===== src/wfm_pkg.sv =====
/*
 * Package for the warning flag monitor: flag bit positions, widths,
 * fixed temperature thresholds, mode codes and timing constants.
 * Assumes measurements arrive as unsigned fixed-point words from the
 * measurement path, all on core_clk.
 */
package wfm_pkg;

    localparam int MEAS_W = 16;
    localparam int FLAG_W = 32;
    localparam int FAN_N  = 3;

    // Clock and timing
    localparam longint CLK_HZ         = 20000000;
    localparam longint OVERLOAD_HOLD_MS = 1000;
    localparam longint OVERLOAD_HOLD_CYC = (CLK_HZ * OVERLOAD_HOLD_MS) / 1000;
    localparam int     HOLD_W         = 25;
    localparam int     TICK_W         = 16;
    localparam logic [TICK_W-1:0] TICK_DIV_DEFAULT = 16'h4e1f;
    localparam int     ZC_W           = 24;

    // Fixed temperature thresholds, 0.1 degC per lsb
    localparam logic [MEAS_W-1:0] TEMP_STAGE_LIMIT = 16'h0320;
    localparam logic [MEAS_W-1:0] TEMP_AIR_LIMIT   = 16'h0226;
    // Fan tach threshold, rpm
    localparam logic [MEAS_W-1:0] FAN_MIN_SPEED    = 16'h01f4;

    // Anti-island mode codes and power factor enable value
    localparam logic [1:0] ISL_KEEP_RUNNING = 2'h1;
    localparam logic [1:0] ISL_AUTO_RESUME  = 2'h3;
    localparam logic       PF_MODE_ON       = 1'h1;

    // Warning status word bit positions
    localparam int B_INV_I_A    = 0;
    localparam int B_GRID_V_AB  = 3;
    localparam int B_SYNC_UNLK  = 6;
    localparam int B_LOSS_PH    = 7;
    localparam int B_I_LIMIT    = 8;
    localparam int B_DC_P_LIM   = 9;
    localparam int B_AC_P_LIM   = 10;
    localparam int B_OVERLOAD   = 11;
    localparam int B_GRID_OOT   = 12;
    localparam int B_RES_DELAY  = 13;
    localparam int B_ISLAND     = 14;
    localparam int B_DC_I_HIGH  = 15;
    localparam int B_CONV_TEMP  = 16;
    localparam int B_INV_TEMP   = 17;
    localparam int B_AIR_TEMP   = 18;
    localparam int B_DC_V_LOW   = 19;
    localparam int B_DC_V_HIGH  = 20;
    localparam int B_FAN_1      = 21;
    localparam int B_HIGH_VOLTAGE_RIDE_THROUGH_OVR   = 24;
    localparam int B_SURGE      = 25;
    localparam int B_VOLT_VAR   = 26;
    localparam int B_VOLT_WATT  = 27;
    localparam int B_FREQ_WATT  = 28;
    localparam int B_AC_OPEN    = 29;
    localparam int B_DC_OPEN    = 30;

    localparam logic [FLAG_W-1:0] FLAGS_RESET = 32'h0000_0000;

endpackage


===== src/wfm_hyst.sv =====
/*
 * One hysteresis comparator: sets above (or below) a threshold,
 * clears past the recovery level. Evaluated only on tick.
 * Assumes threshold and delta are stable registers of the caller.
 */
`timescale 1ns/1ps
module wfm_hyst #(
    parameter bit LOW_SIDE = 1'b0
) (
    // Clock and reset
    input  wire logic                         core_clk,
    input  wire logic                         rst,
    // Evaluation strobe and operands
    input  wire logic                         tick,
    input  wire logic [wfm_pkg::MEAS_W-1:0]   meas,
    input  wire logic [wfm_pkg::MEAS_W-1:0]   thresh,
    input  wire logic [wfm_pkg::MEAS_W-1:0]   delta,
    // Flag
    output logic                              flag
);
    typedef struct packed {
        logic flag;
    } wfm_hyst_state_type;

    wfm_hyst_state_type state_reg;
    wfm_hyst_state_type state_next;
    logic [wfm_pkg::MEAS_W:0] recover;

    always_comb begin
        state_next = state_reg;
        // Widened so the sum cannot wrap and a negative difference sets the top bit
        if (LOW_SIDE) begin
            recover = {1'b0, thresh} + {1'b0, delta};
        end else begin
            recover = {1'b0, thresh} - {1'b0, delta};
        end
        if (tick) begin
            if (!LOW_SIDE) begin
                if (meas > thresh) begin
                    state_next.flag = 1'b1;
                end else if (!recover[wfm_pkg::MEAS_W] && {1'b0, meas} < recover) begin
                    state_next.flag = 1'b0;
                end
            end else begin
                if (meas < thresh) begin
                    state_next.flag = 1'b1;
                end else if ({1'b0, meas} > recover) begin
                    state_next.flag = 1'b0;
                end
            end
        end
    end

    always_ff @(posedge core_clk) begin
        if (rst) begin
            state_reg <= '0;
        end else begin
            state_reg <= state_next;
        end
    end

    assign flag = state_reg.flag;

    a_hyst_hold: assert property (@(posedge core_clk) disable iff (rst)
        !tick |=> flag == $past(flag))
        else $error("Hysteresis flag changed without a tick");
endmodule


===== src/wfm_top.sv =====
/*
 * Warning flag monitor: builds the read-only warning status word from
 * measurements and status inputs, plus a warning output line.
 * Assumes all inputs are on core_clk except the line-sync lock
 * and zero-crossing pins, which are synchronised here.
 */
// What this block does
// - Warning flags never block operation; they self-clear unless stated otherwise.
// - All flags form one status word; optional warning output while any set.
// - Per-phase inverter current flag with threshold and recover delta hysteresis.
// - Per line-to-line voltage flag with threshold and recover delta hysteresis.
// - Line-sync unlocked flag follows loss of lock, clears on relock.
// - Loss of phase when any phase misses a zero crossing in period.
// - Current limit flag: clamping in grid-tie, virtual impedance in grid-forming.
// - DC power limit: curtailment in grid-tie, low available power in grid-forming.
// - AC power limit: VA exceeded in grid-tie, or PF mode reactive overflow.
// - Hardware current-limit event holds overload flag about one second.
// - Grid out of tolerance flag while offline for that reason.
// - Resume delay flag throughout the reconnection delay.
// - Island warning when island detected and mode is 1 or 3.
// - DC input current flag with threshold and recover delta hysteresis.
// - Fixed temperature flags: stages near 80 C, enclosure air near 55 C.
// - Low DC input voltage flag, clears above threshold plus delta.
// - High DC input voltage flag, clears below threshold minus delta.
// - Fan flags set on low speed, clear only after fan runs well.
// - Ride-through override flag on region clamp or default curve use.
// - Surge suppressor flag latches; only power-on reset clears it.
// - Separate flags for active volt-var, volt-watt, frequency-watt functions.
// - AC and DC contactor-open flags follow their contactors.
`timescale 1ns/1ps
module wfm_top (
    // Clock and reset
    input  wire logic                           core_clk,
    input  wire logic                           rst,
    // Monitoring tick divider
    input  wire logic [wfm_pkg::TICK_W-1:0]     tick_div,
    // Phase currents and line voltages
    input  wire logic [3*wfm_pkg::MEAS_W-1:0]   inv_current,
    input  wire logic [wfm_pkg::MEAS_W-1:0]     inv_i_thresh,
    input  wire logic [wfm_pkg::MEAS_W-1:0]     inv_i_delta,
    input  wire logic [3*wfm_pkg::MEAS_W-1:0]   line_voltage,
    input  wire logic [wfm_pkg::MEAS_W-1:0]     grid_v_thresh,
    input  wire logic [wfm_pkg::MEAS_W-1:0]     grid_v_delta,
    // DC input
    input  wire logic [wfm_pkg::MEAS_W-1:0]     dc_current,
    input  wire logic [wfm_pkg::MEAS_W-1:0]     dc_i_thresh,
    input  wire logic [wfm_pkg::MEAS_W-1:0]     dc_i_delta,
    input  wire logic [wfm_pkg::MEAS_W-1:0]     dc_voltage,
    input  wire logic [wfm_pkg::MEAS_W-1:0]     dc_uv_thresh,
    input  wire logic [wfm_pkg::MEAS_W-1:0]     dc_uv_delta,
    input  wire logic [wfm_pkg::MEAS_W-1:0]     dc_ov_thresh,
    input  wire logic [wfm_pkg::MEAS_W-1:0]     dc_ov_delta,
    // Temperatures, 0.1 degC per lsb
    input  wire logic [wfm_pkg::MEAS_W-1:0]     conv_temp,
    input  wire logic [wfm_pkg::MEAS_W-1:0]     inv_temp,
    input  wire logic [wfm_pkg::MEAS_W-1:0]     air_temp,
    // Fans
    input  wire logic [3*wfm_pkg::MEAS_W-1:0]   fan_speed,
    input  wire logic [wfm_pkg::FAN_N-1:0]      fan_on,
    // Line sync and zero crossings, asynchronous pins
    input  wire logic                           sync_locked_pin,
    input  wire logic [2:0]                     zero_cross_pin,
    input  wire logic [wfm_pkg::ZC_W-1:0]       zc_period_cyc,
    // Operating status from the control path
    input  wire logic                           grid_form_mode,
    input  wire logic                           i_clamp_active,
    input  wire logic                           virt_imp_active,
    input  wire logic                           dc_curtail_active,
    input  wire logic                           dc_power_below_rated,
    input  wire logic                           va_exceeded,
    input  wire logic                           pf_mode_enable,
    input  wire logic                           q_cmd_over_max,
    input  wire logic                           hw_limit_event,
    input  wire logic                           offline_grid_oot,
    input  wire logic                           resume_delay_active,
    input  wire logic                           island_detected,
    input  wire logic [1:0]                     island_mode,
    input  wire logic                           ride_through_clamped,
    input  wire logic                           ride_through_default,
    input  wire logic                           surge_suppressor_damaged,
    input  wire logic                           volt_var_active,
    input  wire logic                           volt_watt_active,
    input  wire logic                           freq_watt_active,
    input  wire logic                           ac_contactor_open,
    input  wire logic                           dc_contactor_open,
    // Status word access
    input  wire logic                           status_wr,
    input  wire logic [wfm_pkg::FLAG_W-1:0]     status_wdata,
    input  wire logic                           warn_out_enable,
    output logic      [wfm_pkg::FLAG_W-1:0]     warning_status,
    output logic                                warning_out
);
    typedef struct packed {
        logic [wfm_pkg::TICK_W-1:0]     tick_cnt;
        logic                           tick;
        logic                           lock_s1;
        logic                           lock_s2;
        logic [2:0]                     zc_s1;
        logic [2:0]                     zc_s2;
        logic [2:0]                     zc_prev;
        logic [3*wfm_pkg::ZC_W-1:0]     zc_age;
        logic [wfm_pkg::HOLD_W-1:0]     hold_cnt;
        logic [wfm_pkg::FAN_N-1:0]      fan_flag;
        logic                           surge_flag;
        logic [wfm_pkg::FLAG_W-1:0]     status;
        logic                           warn;
    } wfm_top_state_type;

    wfm_top_state_type state_reg;
    wfm_top_state_type state_next;

    logic [2:0] inv_i_flag;
    logic [2:0] grid_v_flag;
    logic       dc_i_flag;
    logic       dc_uv_flag;
    logic       dc_ov_flag;

    // Hysteresis comparators, one instance per flag; DC voltage feeds two
    genvar g;
    generate
        for (g = 0; g < 3; g++) begin : g_phase
            wfm_hyst #(.LOW_SIDE(1'b0)) u_inv_i (
                .core_clk (core_clk),
                .rst      (rst),
                .tick     (state_reg.tick),
                .meas     (inv_current[g*wfm_pkg::MEAS_W +: wfm_pkg::MEAS_W]),
                .thresh   (inv_i_thresh),
                .delta    (inv_i_delta),
                .flag     (inv_i_flag[g])
            );
            wfm_hyst #(.LOW_SIDE(1'b0)) u_grid_v (
                .core_clk (core_clk),
                .rst      (rst),
                .tick     (state_reg.tick),
                .meas     (line_voltage[g*wfm_pkg::MEAS_W +: wfm_pkg::MEAS_W]),
                .thresh   (grid_v_thresh),
                .delta    (grid_v_delta),
                .flag     (grid_v_flag[g])
            );
        end
    endgenerate

    wfm_hyst #(.LOW_SIDE(1'b0)) u_dc_i (
        .core_clk (core_clk),
        .rst      (rst),
        .tick     (state_reg.tick),
        .meas     (dc_current),
        .thresh   (dc_i_thresh),
        .delta    (dc_i_delta),
        .flag     (dc_i_flag)
    );

    wfm_hyst #(.LOW_SIDE(1'b1)) u_dc_uv (
        .core_clk (core_clk),
        .rst      (rst),
        .tick     (state_reg.tick),
        .meas     (dc_voltage),
        .thresh   (dc_uv_thresh),
        .delta    (dc_uv_delta),
        .flag     (dc_uv_flag)
    );

    wfm_hyst #(.LOW_SIDE(1'b0)) u_dc_ov (
        .core_clk (core_clk),
        .rst      (rst),
        .tick     (state_reg.tick),
        .meas     (dc_voltage),
        .thresh   (dc_ov_thresh),
        .delta    (dc_ov_delta),
        .flag     (dc_ov_flag)
    );

    logic [wfm_pkg::ZC_W-1:0] age_i;
    logic                     loss_any;
    logic [wfm_pkg::FLAG_W-1:0] w;

    always_comb begin
        state_next = state_reg;
        age_i      = '0;
        loss_any   = 1'b0;
        w          = wfm_pkg::FLAGS_RESET;

        // Tick divider; a divider of zero ticks every cycle
        state_next.tick = 1'b0;
        if (state_reg.tick_cnt >= tick_div) begin
            state_next.tick_cnt = '0;
            state_next.tick     = 1'b1;
        end else begin
            state_next.tick_cnt = state_reg.tick_cnt + 1'b1;
        end

        state_next.lock_s1 = sync_locked_pin;
        state_next.lock_s2 = state_reg.lock_s1;
        state_next.zc_s1   = zero_cross_pin;
        state_next.zc_s2   = state_reg.zc_s1;
        state_next.zc_prev = state_reg.zc_s2;

        // Age since the last rising crossing, saturating
        for (int p = 0; p < 3; p++) begin
            age_i = state_reg.zc_age[p*wfm_pkg::ZC_W +: wfm_pkg::ZC_W];
            if (state_reg.zc_s2[p] && !state_reg.zc_prev[p]) begin
                age_i = '0;
            end else if (age_i != '1) begin
                age_i = age_i + 1'b1;
            end
            state_next.zc_age[p*wfm_pkg::ZC_W +: wfm_pkg::ZC_W] = age_i;
            if (age_i > zc_period_cyc) begin
                loss_any = 1'b1;
            end
        end

        // Overload hold restarts on every event
        if (hw_limit_event) begin
            state_next.hold_cnt = wfm_pkg::HOLD_W'(wfm_pkg::OVERLOAD_HOLD_CYC);
        end else if (state_reg.hold_cnt != '0) begin
            state_next.hold_cnt = state_reg.hold_cnt - 1'b1;
        end

        // Fan flags stay set while off; only a good spin clears them
        for (int f = 0; f < wfm_pkg::FAN_N; f++) begin
            if (state_reg.tick && fan_on[f]) begin
                if (fan_speed[f*wfm_pkg::MEAS_W +: wfm_pkg::MEAS_W] < wfm_pkg::FAN_MIN_SPEED) begin
                    state_next.fan_flag[f] = 1'b1;
                end else begin
                    state_next.fan_flag[f] = 1'b0;
                end
            end
        end

        // Sticky until reset; status writes never reach it
        if (surge_suppressor_damaged) begin
            state_next.surge_flag = 1'b1;
        end

        w[wfm_pkg::B_INV_I_A +: 3]   = inv_i_flag;
        w[wfm_pkg::B_GRID_V_AB +: 3] = grid_v_flag;
        w[wfm_pkg::B_SYNC_UNLK]      = !state_reg.lock_s2;
        w[wfm_pkg::B_LOSS_PH]        = loss_any;
        w[wfm_pkg::B_I_LIMIT]        = grid_form_mode ? virt_imp_active : i_clamp_active;
        w[wfm_pkg::B_DC_P_LIM]       = grid_form_mode ? dc_power_below_rated : dc_curtail_active;
        w[wfm_pkg::B_AC_P_LIM]       = (!grid_form_mode && va_exceeded)
                                     || (pf_mode_enable == wfm_pkg::PF_MODE_ON && q_cmd_over_max);
        w[wfm_pkg::B_OVERLOAD]       = state_reg.hold_cnt != '0;
        w[wfm_pkg::B_GRID_OOT]       = offline_grid_oot;
        w[wfm_pkg::B_RES_DELAY]      = resume_delay_active;
        w[wfm_pkg::B_ISLAND]         = island_detected && (island_mode == wfm_pkg::ISL_KEEP_RUNNING
                                     || island_mode == wfm_pkg::ISL_AUTO_RESUME);
        w[wfm_pkg::B_DC_I_HIGH]      = dc_i_flag;
        w[wfm_pkg::B_CONV_TEMP]      = conv_temp > wfm_pkg::TEMP_STAGE_LIMIT;
        w[wfm_pkg::B_INV_TEMP]       = inv_temp > wfm_pkg::TEMP_STAGE_LIMIT;
        w[wfm_pkg::B_AIR_TEMP]       = air_temp > wfm_pkg::TEMP_AIR_LIMIT;
        w[wfm_pkg::B_DC_V_LOW]       = dc_uv_flag;
        w[wfm_pkg::B_DC_V_HIGH]      = dc_ov_flag;
        w[wfm_pkg::B_FAN_1 +: 3]     = state_reg.fan_flag;
        w[wfm_pkg::B_HIGH_VOLTAGE_RIDE_THROUGH_OVR]       = ride_through_clamped || ride_through_default;
        w[wfm_pkg::B_SURGE]          = state_reg.surge_flag;
        w[wfm_pkg::B_VOLT_VAR]       = volt_var_active;
        w[wfm_pkg::B_VOLT_WATT]      = volt_watt_active;
        w[wfm_pkg::B_FREQ_WATT]      = freq_watt_active;
        w[wfm_pkg::B_AC_OPEN]        = ac_contactor_open;
        w[wfm_pkg::B_DC_OPEN]        = dc_contactor_open;

        // Status is rebuilt from conditions only; status_wr is ignored
        state_next.status = w;
        state_next.warn   = warn_out_enable && (w != '0);
    end

    always_ff @(posedge core_clk) begin
        if (rst) begin
            state_reg <= '0;
            state_reg.lock_s1 <= 1'b1;
            state_reg.lock_s2 <= 1'b1;
        end else begin
            state_reg <= state_next;
        end
    end

    assign warning_status = state_reg.status;
    assign warning_out    = state_reg.warn;

    a_overload_hold: assert property (@(posedge core_clk) disable iff (rst)
        hw_limit_event |=> ##1 warning_status[wfm_pkg::B_OVERLOAD])
        else $error("Overload flag not raised after event");
    a_surge_latch: assert property (@(posedge core_clk) disable iff (rst)
        warning_status[wfm_pkg::B_SURGE] |=> warning_status[wfm_pkg::B_SURGE])
        else $error("Surge flag cleared without reset");
    a_write_ignored: assert property (@(posedge core_clk) disable iff (rst)
        status_wr && $stable(w) |=> warning_status == $past(w))
        else $error("Write disturbed status word");
    a_island_mode: assert property (@(posedge core_clk) disable iff (rst)
        island_detected && island_mode == 2'h2 |=> !warning_status[wfm_pkg::B_ISLAND])
        else $error("Island warning in fault mode");
    a_contactor_open: assert property (@(posedge core_clk) disable iff (rst)
        ac_contactor_open |=> warning_status[wfm_pkg::B_AC_OPEN])
        else $error("AC contactor flag missing");
    a_sync_unlock: assert property (@(posedge core_clk) disable iff (rst)
        !sync_locked_pin [*4] |-> warning_status[wfm_pkg::B_SYNC_UNLK])
        else $error("Unlock flag missing");
    a_warn_out: assert property (@(posedge core_clk) disable iff (rst)
        warning_out |-> warning_status != '0)
        else $error("Warning output without a flag");
    a_i_limit_mode: assert property (@(posedge core_clk) disable iff (rst)
        !grid_form_mode && i_clamp_active |=> warning_status[wfm_pkg::B_I_LIMIT])
        else $error("Current limit flag missing");
    a_dc_p_form: assert property (@(posedge core_clk) disable iff (rst)
        grid_form_mode && dc_power_below_rated |=> warning_status[wfm_pkg::B_DC_P_LIM])
        else $error("DC power limit flag missing in grid-forming");
    a_loss_phase: assert property (@(posedge core_clk) disable iff (rst)
        loss_any |=> warning_status[wfm_pkg::B_LOSS_PH])
        else $error("Loss of phase flag missing");
    a_overload_keep: assert property (@(posedge core_clk) disable iff (rst)
        state_reg.hold_cnt != '0 |=> warning_status[wfm_pkg::B_OVERLOAD])
        else $error("Overload flag dropped during hold");
    a_temp_fixed: assert property (@(posedge core_clk) disable iff (rst)
        conv_temp > wfm_pkg::TEMP_STAGE_LIMIT |=> warning_status[wfm_pkg::B_CONV_TEMP])
        else $error("Converter temperature flag missing");
    a_fan_hold: assert property (@(posedge core_clk) disable iff (rst)
        !fan_on[0] |=> state_reg.fan_flag[0] == $past(state_reg.fan_flag[0]))
        else $error("Fan flag changed while fan off");
    a_surge_set: assert property (@(posedge core_clk) disable iff (rst)
        surge_suppressor_damaged |=> state_reg.surge_flag)
        else $error("Surge latch not set");
    a_dc_open: assert property (@(posedge core_clk) disable iff (rst)
        dc_contactor_open |=> warning_status[wfm_pkg::B_DC_OPEN])
        else $error("DC contactor flag missing");
    a_top_bit_zero: assert property (@(posedge core_clk) disable iff (rst)
        warning_status[wfm_pkg::FLAG_W-1] == 1'b0)
        else $error("Unused status bit set");

    // Main scenarios worth seeing in a run
    c_overload: cover property (@(posedge core_clk) hw_limit_event ##2 warning_out);
    c_fan_flag: cover property (@(posedge core_clk) warning_status[wfm_pkg::B_FAN_1 +: 3] != 3'h0);
    c_island: cover property (@(posedge core_clk) warning_status[wfm_pkg::B_ISLAND]);
    c_surge: cover property (@(posedge core_clk) warning_status[wfm_pkg::B_SURGE]);
    c_loss_phase: cover property (@(posedge core_clk) warning_status[wfm_pkg::B_LOSS_PH]);
endmodule


===== config.mk =====
export PLATFORM = sky130hd
export DESIGN_NAME = wfm_top
export DESIGN_NICKNAME = d
export VERILOG_FILES = /design/src/wfm_pkg.sv /design/src/wfm_hyst.sv /design/src/wfm_top.sv
export SDC_FILE = /design/constraint.sdc
export NUM_CORES = 1
export LEC_CHECK = 0
export BUFFER_PORTS_ARGS = -buffer_cell sky130_fd_sc_hd__buf_2
export CORE_UTILIZATION = 36
export DETAILED_ROUTE_END_ITERATION = 12
export PLACE_DENSITY_LB_ADDON = 0.2
export SLEW_MARGIN = 20
export SYNTH_ARGS = -nofsm -noshare
export SYNTH_HDL_FRONTEND = slang
export SYNTH_HIERARCHICAL = 1
export SYNTH_SLANG_ARGS = --single-unit
export TNS_END_PERCENT = 10

===== constraint.sdc =====
create_clock -name core_clk -period 8.52 [get_ports core_clk]
set_input_delay 1.278 -clock core_clk [delete_from_list [all_inputs] [get_ports core_clk]]
set_output_delay 1.278 -clock core_clk [all_outputs]
set_load 0.02 [all_outputs]

==> results.md, run 1 <==
* Remaining DRCs at 0
* WP data required at 8.89 ns
* Post-Route Skew at 0.0126 ns
* Post-synth EDFFs at 0
* Core area at 62200 µm²
* Total global routing overflow at 0
* First-pass GRT wire length at 106000 µm
* Minimum clock period at 4.58 ns
* Clock latency on the worst-skew pair at 0.48 ns
* Max-slew headroom at 0.431
* RSZ-0062 raised after global routing: false
* Clock Path Buffers at 2
* Worst slew pin tran at 0.846 ns
* Synth top cells by count: 516 x ha_1, 368 x inv_1, 271 x nor2_1
* Mean area per synthesized cell at 7.78 µm²
* Final core occ at 0.428
* Syn. warnings at 6
* WL/cell at 16.1 µm
* Global placement routability congestion at 0.926
* Maximum fanout along the worst path at 7
* Die height at 254 µm
* Top-count cell post-synth: ha_1
* Top cells by area, synth: ha_1 28%, dfxtp_1 15%, inv_1 6.0%, xor2_1 4.9%, nor2_1 4.5%
* Max Clock Freq at 0.218 GHz
* CTS Buf Count at 17
* Register area share after synthesis at 0.149
* Htree depth at 4
* Worst setup EP type: flop
* Synth top area share at 0.283
* Starting DRT DRC Count at 817
* Worst EP arrival at 4.95 ns
* Top_reg_cell synth: dfxtp_1
* Via/cell ratio at 5.03
* Final Setup Violations at 0
* Met2 global-route usage at 0.363
* Port Buffer Count at 480
* CTS tree: yes
* Mapped Area at 22800 µm²
* Clock root cell: clkbuf_16
* Post-CTS sizing at 0
* Post-CTS Hold Buffers at 0
* Max-slew violations at 0
* Ratio of cells with drive above 1 in the final layout at 0.179
* Number of I/O pins at 522
* Max stage delay cell, worst path: a31oi_1
* Synth area leader: ha_1
* Final WL at 68200 µm
* Register bit count reported by yosys at 170
* P_leak at 13.6 nW
* Outcome: finished, final reports clean
* Met1 usage at 0.269
* Max FFs per register at 118
* Tcrit/Tclk final at 0.538
* Die footprint at 64500 µm²
* Slowest stage delay, CP at 0.62 ns
* Routed via count at 21300
* Largest delay share family, worst path: compound AO/OA/AOI/OAI gates
* GRT Total Usage at 0.209
* Synth async-reset ratio at 0
* Critical path buffers and inverters at 0
* Vias in the first global route at 20400
* First-pass iteration count of the detailed router at 5
* Postcts setup bufs at 0
* Synthesized Nets at 3951
* Pwr dens at 110 nW/µm²
* Die W at 254 µm
* Post-Syn Instances at 2937
* Crit start category: flop
* Pin count of the biggest net entering global routing at 49
* Top Usage Layer GRT: met2
* Clock slew at reported path FFs at 0.08 ns
* Hold Violations, Final at 0
* Layout overhead on the synthesized area at 16.5%
* VDD IR max at 0.000113 V
* Net total in the final layout at 4394
* Initial antenna violation count at 14
* Count of different cell masters after synthesis at 85
* Crit path cell chain: and3_1 > and2_1 > and2_1 > a31oi_1 > nand4_1 > xor2_1 > nor2_1 > ha_1 > and2_0 > a221o_1 > a22o_1 > a2111oi_0 > a22o_1 > nand3_1 > o311a_1
* DP HPWL at 58800 µm
* Met3 Use GR at 0.0260
* Min-delay worst type: reg2reg
* Initial Util at 0.367
* Setup_tns at 0 ns
* Max cap viols at 0
* Routed Antenna Nets at 0
* Sink Count at 170
* Setup Crit Path Kind: reg2reg
* Number of cell rows at 91
-- path summary, 6_finish.rpt --
kind | endpoint | cells after the start | start | slack, ns
setup reg to reg | warning_out$_SDFF_PP0_ | 15 | state_reg[65]$_SDFF_PP0_ | 3.94
hold reg to reg | state_reg[143]$_SDFF_PP1_ | 1 | state_next[143]$_SDFF_PP1_ | 0.41
hold / removal | state_reg[143]$_SDFF_PP1_ | 1 | state_next[143]$_SDFF_PP1_ | 0.41
setup / recovery | warning_out$_SDFF_PP0_ | 15 | state_reg[65]$_SDFF_PP0_ | 3.94
-- power breakdown --
part / switching, mW / leakage [nW] / internal [mW]
clock: 0.419 / 0.296 / 0.405
sequential: 0.0192 / 1.38 / 0.817
combinational: 0.697 / 11.9 / 0.562
-- area by class of cell --
| type | count | area, µm² |
|---|---|---|
| Tap cell | 837 | 1050 |
| Sequential cell | 170 | 3400 |
| Timing Repair Buffer | 488 | 2460 |
| Clock inverter | 14 | 170 |
| Multi-Input combinational cell | 2334 | 17700 |
| Clock buffer | 18 | 439 |
| Antenna cell | 6 | 15.0 |
| Fill cell | 6528 | 35600 |
| Inverter | 369 | 1390 |
-- per-layer routing --
layer	up-vias	share of wire	routed length, µm
met2	452	0.47	31700
met4	12	0.017	1170
li1	11300	-	-
met1	9479	0.47	32300
met5	-	0.0011	75
met3	66	0.042	2840
-- logic make-up (layout without fill, tap and decap cells) --
family,after synthesis,in the layout,share of synthesized area
buffers and inverters,433,889,0.0768
xor gates and xnor gates,212,212,0.0813
AOI/OAI and AO/OA,664,664,0.193
other,1,7,0.000164
DFF,170,170,0.149
muxes,6,6,0.00263
adders and majority gates,525,525,0.291
and+or+nand+nor,926,926,0.207
-- stage by stage --
step                cells  setup WS, ns  instance area, µm²  hold WS, ns  total power, mW
floorplan            2937          4.21               22800        0.389             1.74
global placement     4198          3.64               26000        0.393             2.11
detailed placement   4198          3.61               26000        0.395             2.11
CTS                  4230          3.83               26600        0.415             2.96
global route         4233          3.65               26600        0.429             3.16
finish               4236          3.94               26600        0.415             2.92
-- cell usage in the layout, fill, tap and decap left out, types with 9 or more instances in the layout --
| cell | count |
|---|---|
| or2_2 | 13 |
| o22ai_1 | 9 |
| fa_1 | 9 |
| xnor2_1 | 84 |
| o21ai_0 | 104 |
| ha_1 | 516 |
| and4_1 | 12 |
| a21o_1 | 61 |
| a31oi_1 | 18 |
| a211o_1 | 9 |
| clkbuf_16 | 17 |
| nand2_1 | 152 |
| or4_1 | 13 |
| buf_4 | 9 |
| nor3_1 | 72 |
| o21bai_1 | 16 |
| xor2_1 | 128 |
| nand4_1 | 69 |
| o211ai_1 | 21 |
| a22o_1 | 11 |
| a211oi_2 | 9 |
| nand3_1 | 75 |
| inv_1 | 368 |
| o21ai_1 | 35 |
| o21a_1 | 33 |
| nand2b_1 | 32 |
| dfxtp_1 | 170 |
| and2_1 | 14 |
| a21oi_1 | 198 |
| nor4_1 | 43 |
| nor2_1 | 271 |
| and3_1 | 29 |
| nor2b_1 | 85 |
| buf_2 | 479 |
| a21oi_2 | 15 |
| a211oi_1 | 36 |
No activity file was read; power rests on OpenSTA's default activity.
==> inputs of run 2 (changes only) <==
--- a/config.mk
+++ b/config.mk
@@ -5,6 +5,7 @@
 export SDC_FILE = /design/constraint.sdc
 export NUM_CORES = 1
 export LEC_CHECK = 0
+export ABC_AREA = 1
 export BUFFER_PORTS_ARGS = -buffer_cell sky130_fd_sc_hd__buf_2
 export CORE_UTILIZATION = 36
 export DETAILED_ROUTE_END_ITERATION = 12
==> constraint.sdc (replaced) <==
create_clock -name core_clk -period 4.1 [get_ports core_clk]
set_input_delay 0.615 -clock core_clk [delete_from_list [all_inputs] [get_ports core_clk]]
set_output_delay 0.615 -clock core_clk [all_outputs]
set_load 0.02 [all_outputs]
==> run 2 against run 1 <==
  * Clock skew up 0.0018 ns
  * Clock power up 120%
  * Combinational power up 130%
  * Clock-buffer cell count down 1
  * Non-clock buffer count down 1
  * Register-to-register slack worse by 3.2 ns
  * Critical path depth up 2
  * Area after synthesis up 8.9%
  * Cell count up 21%
  * Worst hold slack worse by 0.10 ns
==> results.md, run 2 <==
* Maximum fanout along the worst path at 15
* Die W at 265 µm
* Synth top area share at 0.260
* Layout overhead on the synthesized area at 15.5%
* WP data required at 4.49 ns
* Minimum clock period at 3.38 ns
* Final core occ at 0.424
* Count of different cell masters after synthesis at 56
* Tcrit/Tclk final at 0.825
* Clock root cell: clkbuf_16
* Min Hold Slack at 0.311 ns
* Max Clock Freq at 0.296 GHz
* Number of cell rows at 95
* Total of fill cells in the finished design at 7308
* Most common cell after layout, fill and taps aside: nand2_1
* Initial antenna violation count at 24
* Outcome: finished, final reports clean
* Max cap viols at 0
* Global placement routability congestion at 0.923
* Syn. warnings at 6
* Post-CTS sizing at 0
* RSZ-0062 raised after global routing: false
* Clock slew at reported path FFs at 0.08 ns
* Part of the power in registers at 0.270
* Pwr dens at 223 nW/µm²
* Net switching power figure at 2.63 mW
* Final Setup Violations at 0
* WL/cell at 14.7 µm
* Max layer used: met5
* Hold Violations, Final at 0
* Synth area leader: ha_1
* Top cells by area, synth: ha_1 26%, dfxtp_1 14%, nand2_1 12%, inv_1 10%, a21oi_1 6.2%
* Min-delay worst type: in2reg
* Clock latency on the worst-skew pair at 0.49 ns
* Register bit count reported by yosys at 170
* Int Pwr at 3.77 mW
* Mean area per synthesized cell at 6.61 µm²
* P_leak at 16.0 nW
* Switching Share at 0.411
* Post-Syn Instances at 3759
* Register area share after synthesis at 0.137
* Synthesized Nets at 4773
* First-pass iteration count of the detailed router at 5
* GRT Total Usage at 0.215
* Pin count of the biggest net entering global routing at 53
* Commonest non-fill, non-tap cells in the layout: 772 x nand2_1, 664 x inv_1, 516 x ha_1, 479 x buf_2, 383 x nor2_1
* Sink Count at 170
* Max FFs per register at 118
* Top_reg_cell synth: dfxtp_1
* Ratio of cells with drive above 1 in the final layout at 0.156
* CTS Buf Count at 17
* Synth async-reset ratio at 0
* Comb pwr share at 0.451
* Max stage delay cell, worst path: nand4_2
* DP HPWL at 64800 µm
* Worst slack at placement at 0.622 ns
* Mapped Area at 24900 µm²
* Max-slew headroom at 0.208
* CTS tree: yes
* Worst slew pin tran at 1.18 ns
* VDD IR max at 0.000193 V
* Final worst slack at 0.718 ns
* Die footprint at 70100 µm²
* Vias in the first global route at 23500
* Final WL at 75200 µm
* Setup_tns at 0 ns
* Routed via count at 24400
* Crit start category: flop
* Core area at 67800 µm²
* Htree depth at 4
* First-pass GRT wire length at 119000 µm
* Metal2 WL at 34000 µm
* Number of I/O pins at 522
* Post-Route Skew at 0.0144 ns
* Max-slew violations at 0
* Initial Util at 0.367
* Routed Antenna Nets at 0
* Die height at 265 µm
* Starting DRT DRC Count at 1047
* Crit path cell chain: ha_1 > nand3_1 > nor2_1 > nand4_2 > inv_1 > nor2_1 > nor2_1 > ha_1 > a21o_1 > nor2_1 > nand2_1 > nand2_1 > nand3_1 > nand2_1 > nand3_1 > nor2_1 > nor2_1
* Setup Crit Path Kind: reg2reg
* Via/cell ratio at 4.78
* Post-synth EDFFs at 0
* Postcts setup bufs at 0
* Port Buffer Count at 480
* Met1 WL at 36000 µm
* Slowest stage delay, CP at 0.43 ns
* Total global routing overflow at 0
* Clock Path Buffers at 2
* Remaining DRCs at 0
* Post-CTS Hold Buffers at 0
* Critical Path Most Common Cell: nor2_1
* Synth top cells by count: 772 x nand2_1, 664 x inv_1, 516 x ha_1
* Top-count cell post-synth: nand2_1
* Clock network power share at 0.279
* Worst setup EP type: flop
* Net total in the final layout at 5220
* Worst EP arrival at 3.77 ns
* Met3 routed WL at 3810 µm
run 2: through the flow:
| step | cells | cell area, µm² | total power, mW |
|---|---|---|---|
| floorplan | 3759 | 24900 | 3.83 |
| global placement | 5060 | 28100 | 4.62 |
| detailed placement | 5060 | 28100 | 4.64 |
| CTS | 5092 | 28700 | 6.49 |
| global route | 5103 | 28700 | 7.01 |
| finish | 5113 | 28700 | 6.40 |
run 2: area by class of cell:
| cell class | instances | area [µm²] | area share |
|---|---|---|---|
| multi-input combinational | 2852 | 18600 | 0.646 |
| sequential | 170 | 3400 | 0.119 |
| inverter | 678 | 2540 | 0.0886 |
| timing repair buffer | 487 | 2460 | 0.0855 |
| tap | 873 | 1090 | 0.0380 |
| clock buffer | 17 | 425 | 0.0148 |
| clock inverter | 15 | 196 | 0.00684 |
| antenna | 21 | 52.6 | 0.00183 |
run 2: final timing paths:
path | to | slack (ns) | start | cells past startpoint
setup reg to reg | warning_out$_SDFF_PP0_ | 0.72 | state_reg[62]$_SDFF_PP0_ | 17
setup / recovery | warning_out$_SDFF_PP0_ | 0.72 | state_reg[62]$_SDFF_PP0_ | 17
hold reg to reg | state_next[136]$_SDFF_PP0_ | 0.41 | state_next[139]$_SDFF_PP0_ | 2
hold / removal | state_next[143]$_SDFF_PP1_ | 0.31 | sync_locked_pin | 2
run 2: worst max-delay path, delay by kind of cell, from the launching register on:
| family | cells | cell delay [ns] |
|---|---|---|
| AND/OR/NAND/NOR | 13 | 1.94 |
| adder cells (fa/ha/maj) | 2 | 0.53 |
| flip-flops | 1 | 0.39 |
| buffers and inverters | 1 | 0.25 |
| AO/OA/AOI/OAI | 1 | 0.18 |
run 2: per-layer routing:
layer | vias up | global-route usage
met5 | - | 0
met4 | 14 | 0.0566
met3 | 81 | 0.0413
met2 | 502 | 0.363
met1 | 10700 | 0.278
li1 | 13200 | -
run 2: logic make-up after synthesis:
| logic type | Yosys count | share of synthesized area |
|---|---|---|
| flip-flops | 170 | 0.137 |
| other | 1 | 0.000151 |
| buffers and inverters | 737 | 0.117 |
| XOR/XNOR | 174 | 0.0613 |
| adder cells (fa/ha/maj) | 525 | 0.267 |
| AND/OR/NAND/NOR | 1595 | 0.283 |
| AO/OA/AOI/OAI | 557 | 0.135 |
run 2: power groups by stage:
stage / clock network [mW] / registers, mW / logic (mW)
6_report: 1.79 / 1.72 / 2.89
4_1_cts: 1.86 / 1.72 / 2.90
5_1_grt: 1.92 / 1.73 / 3.36
3_5_place_dp: 0 / 1.76 / 2.88
2_1_floorplan: 0 / 1.75 / 2.07
3_3_place_gp: 0 / 1.76 / 2.86
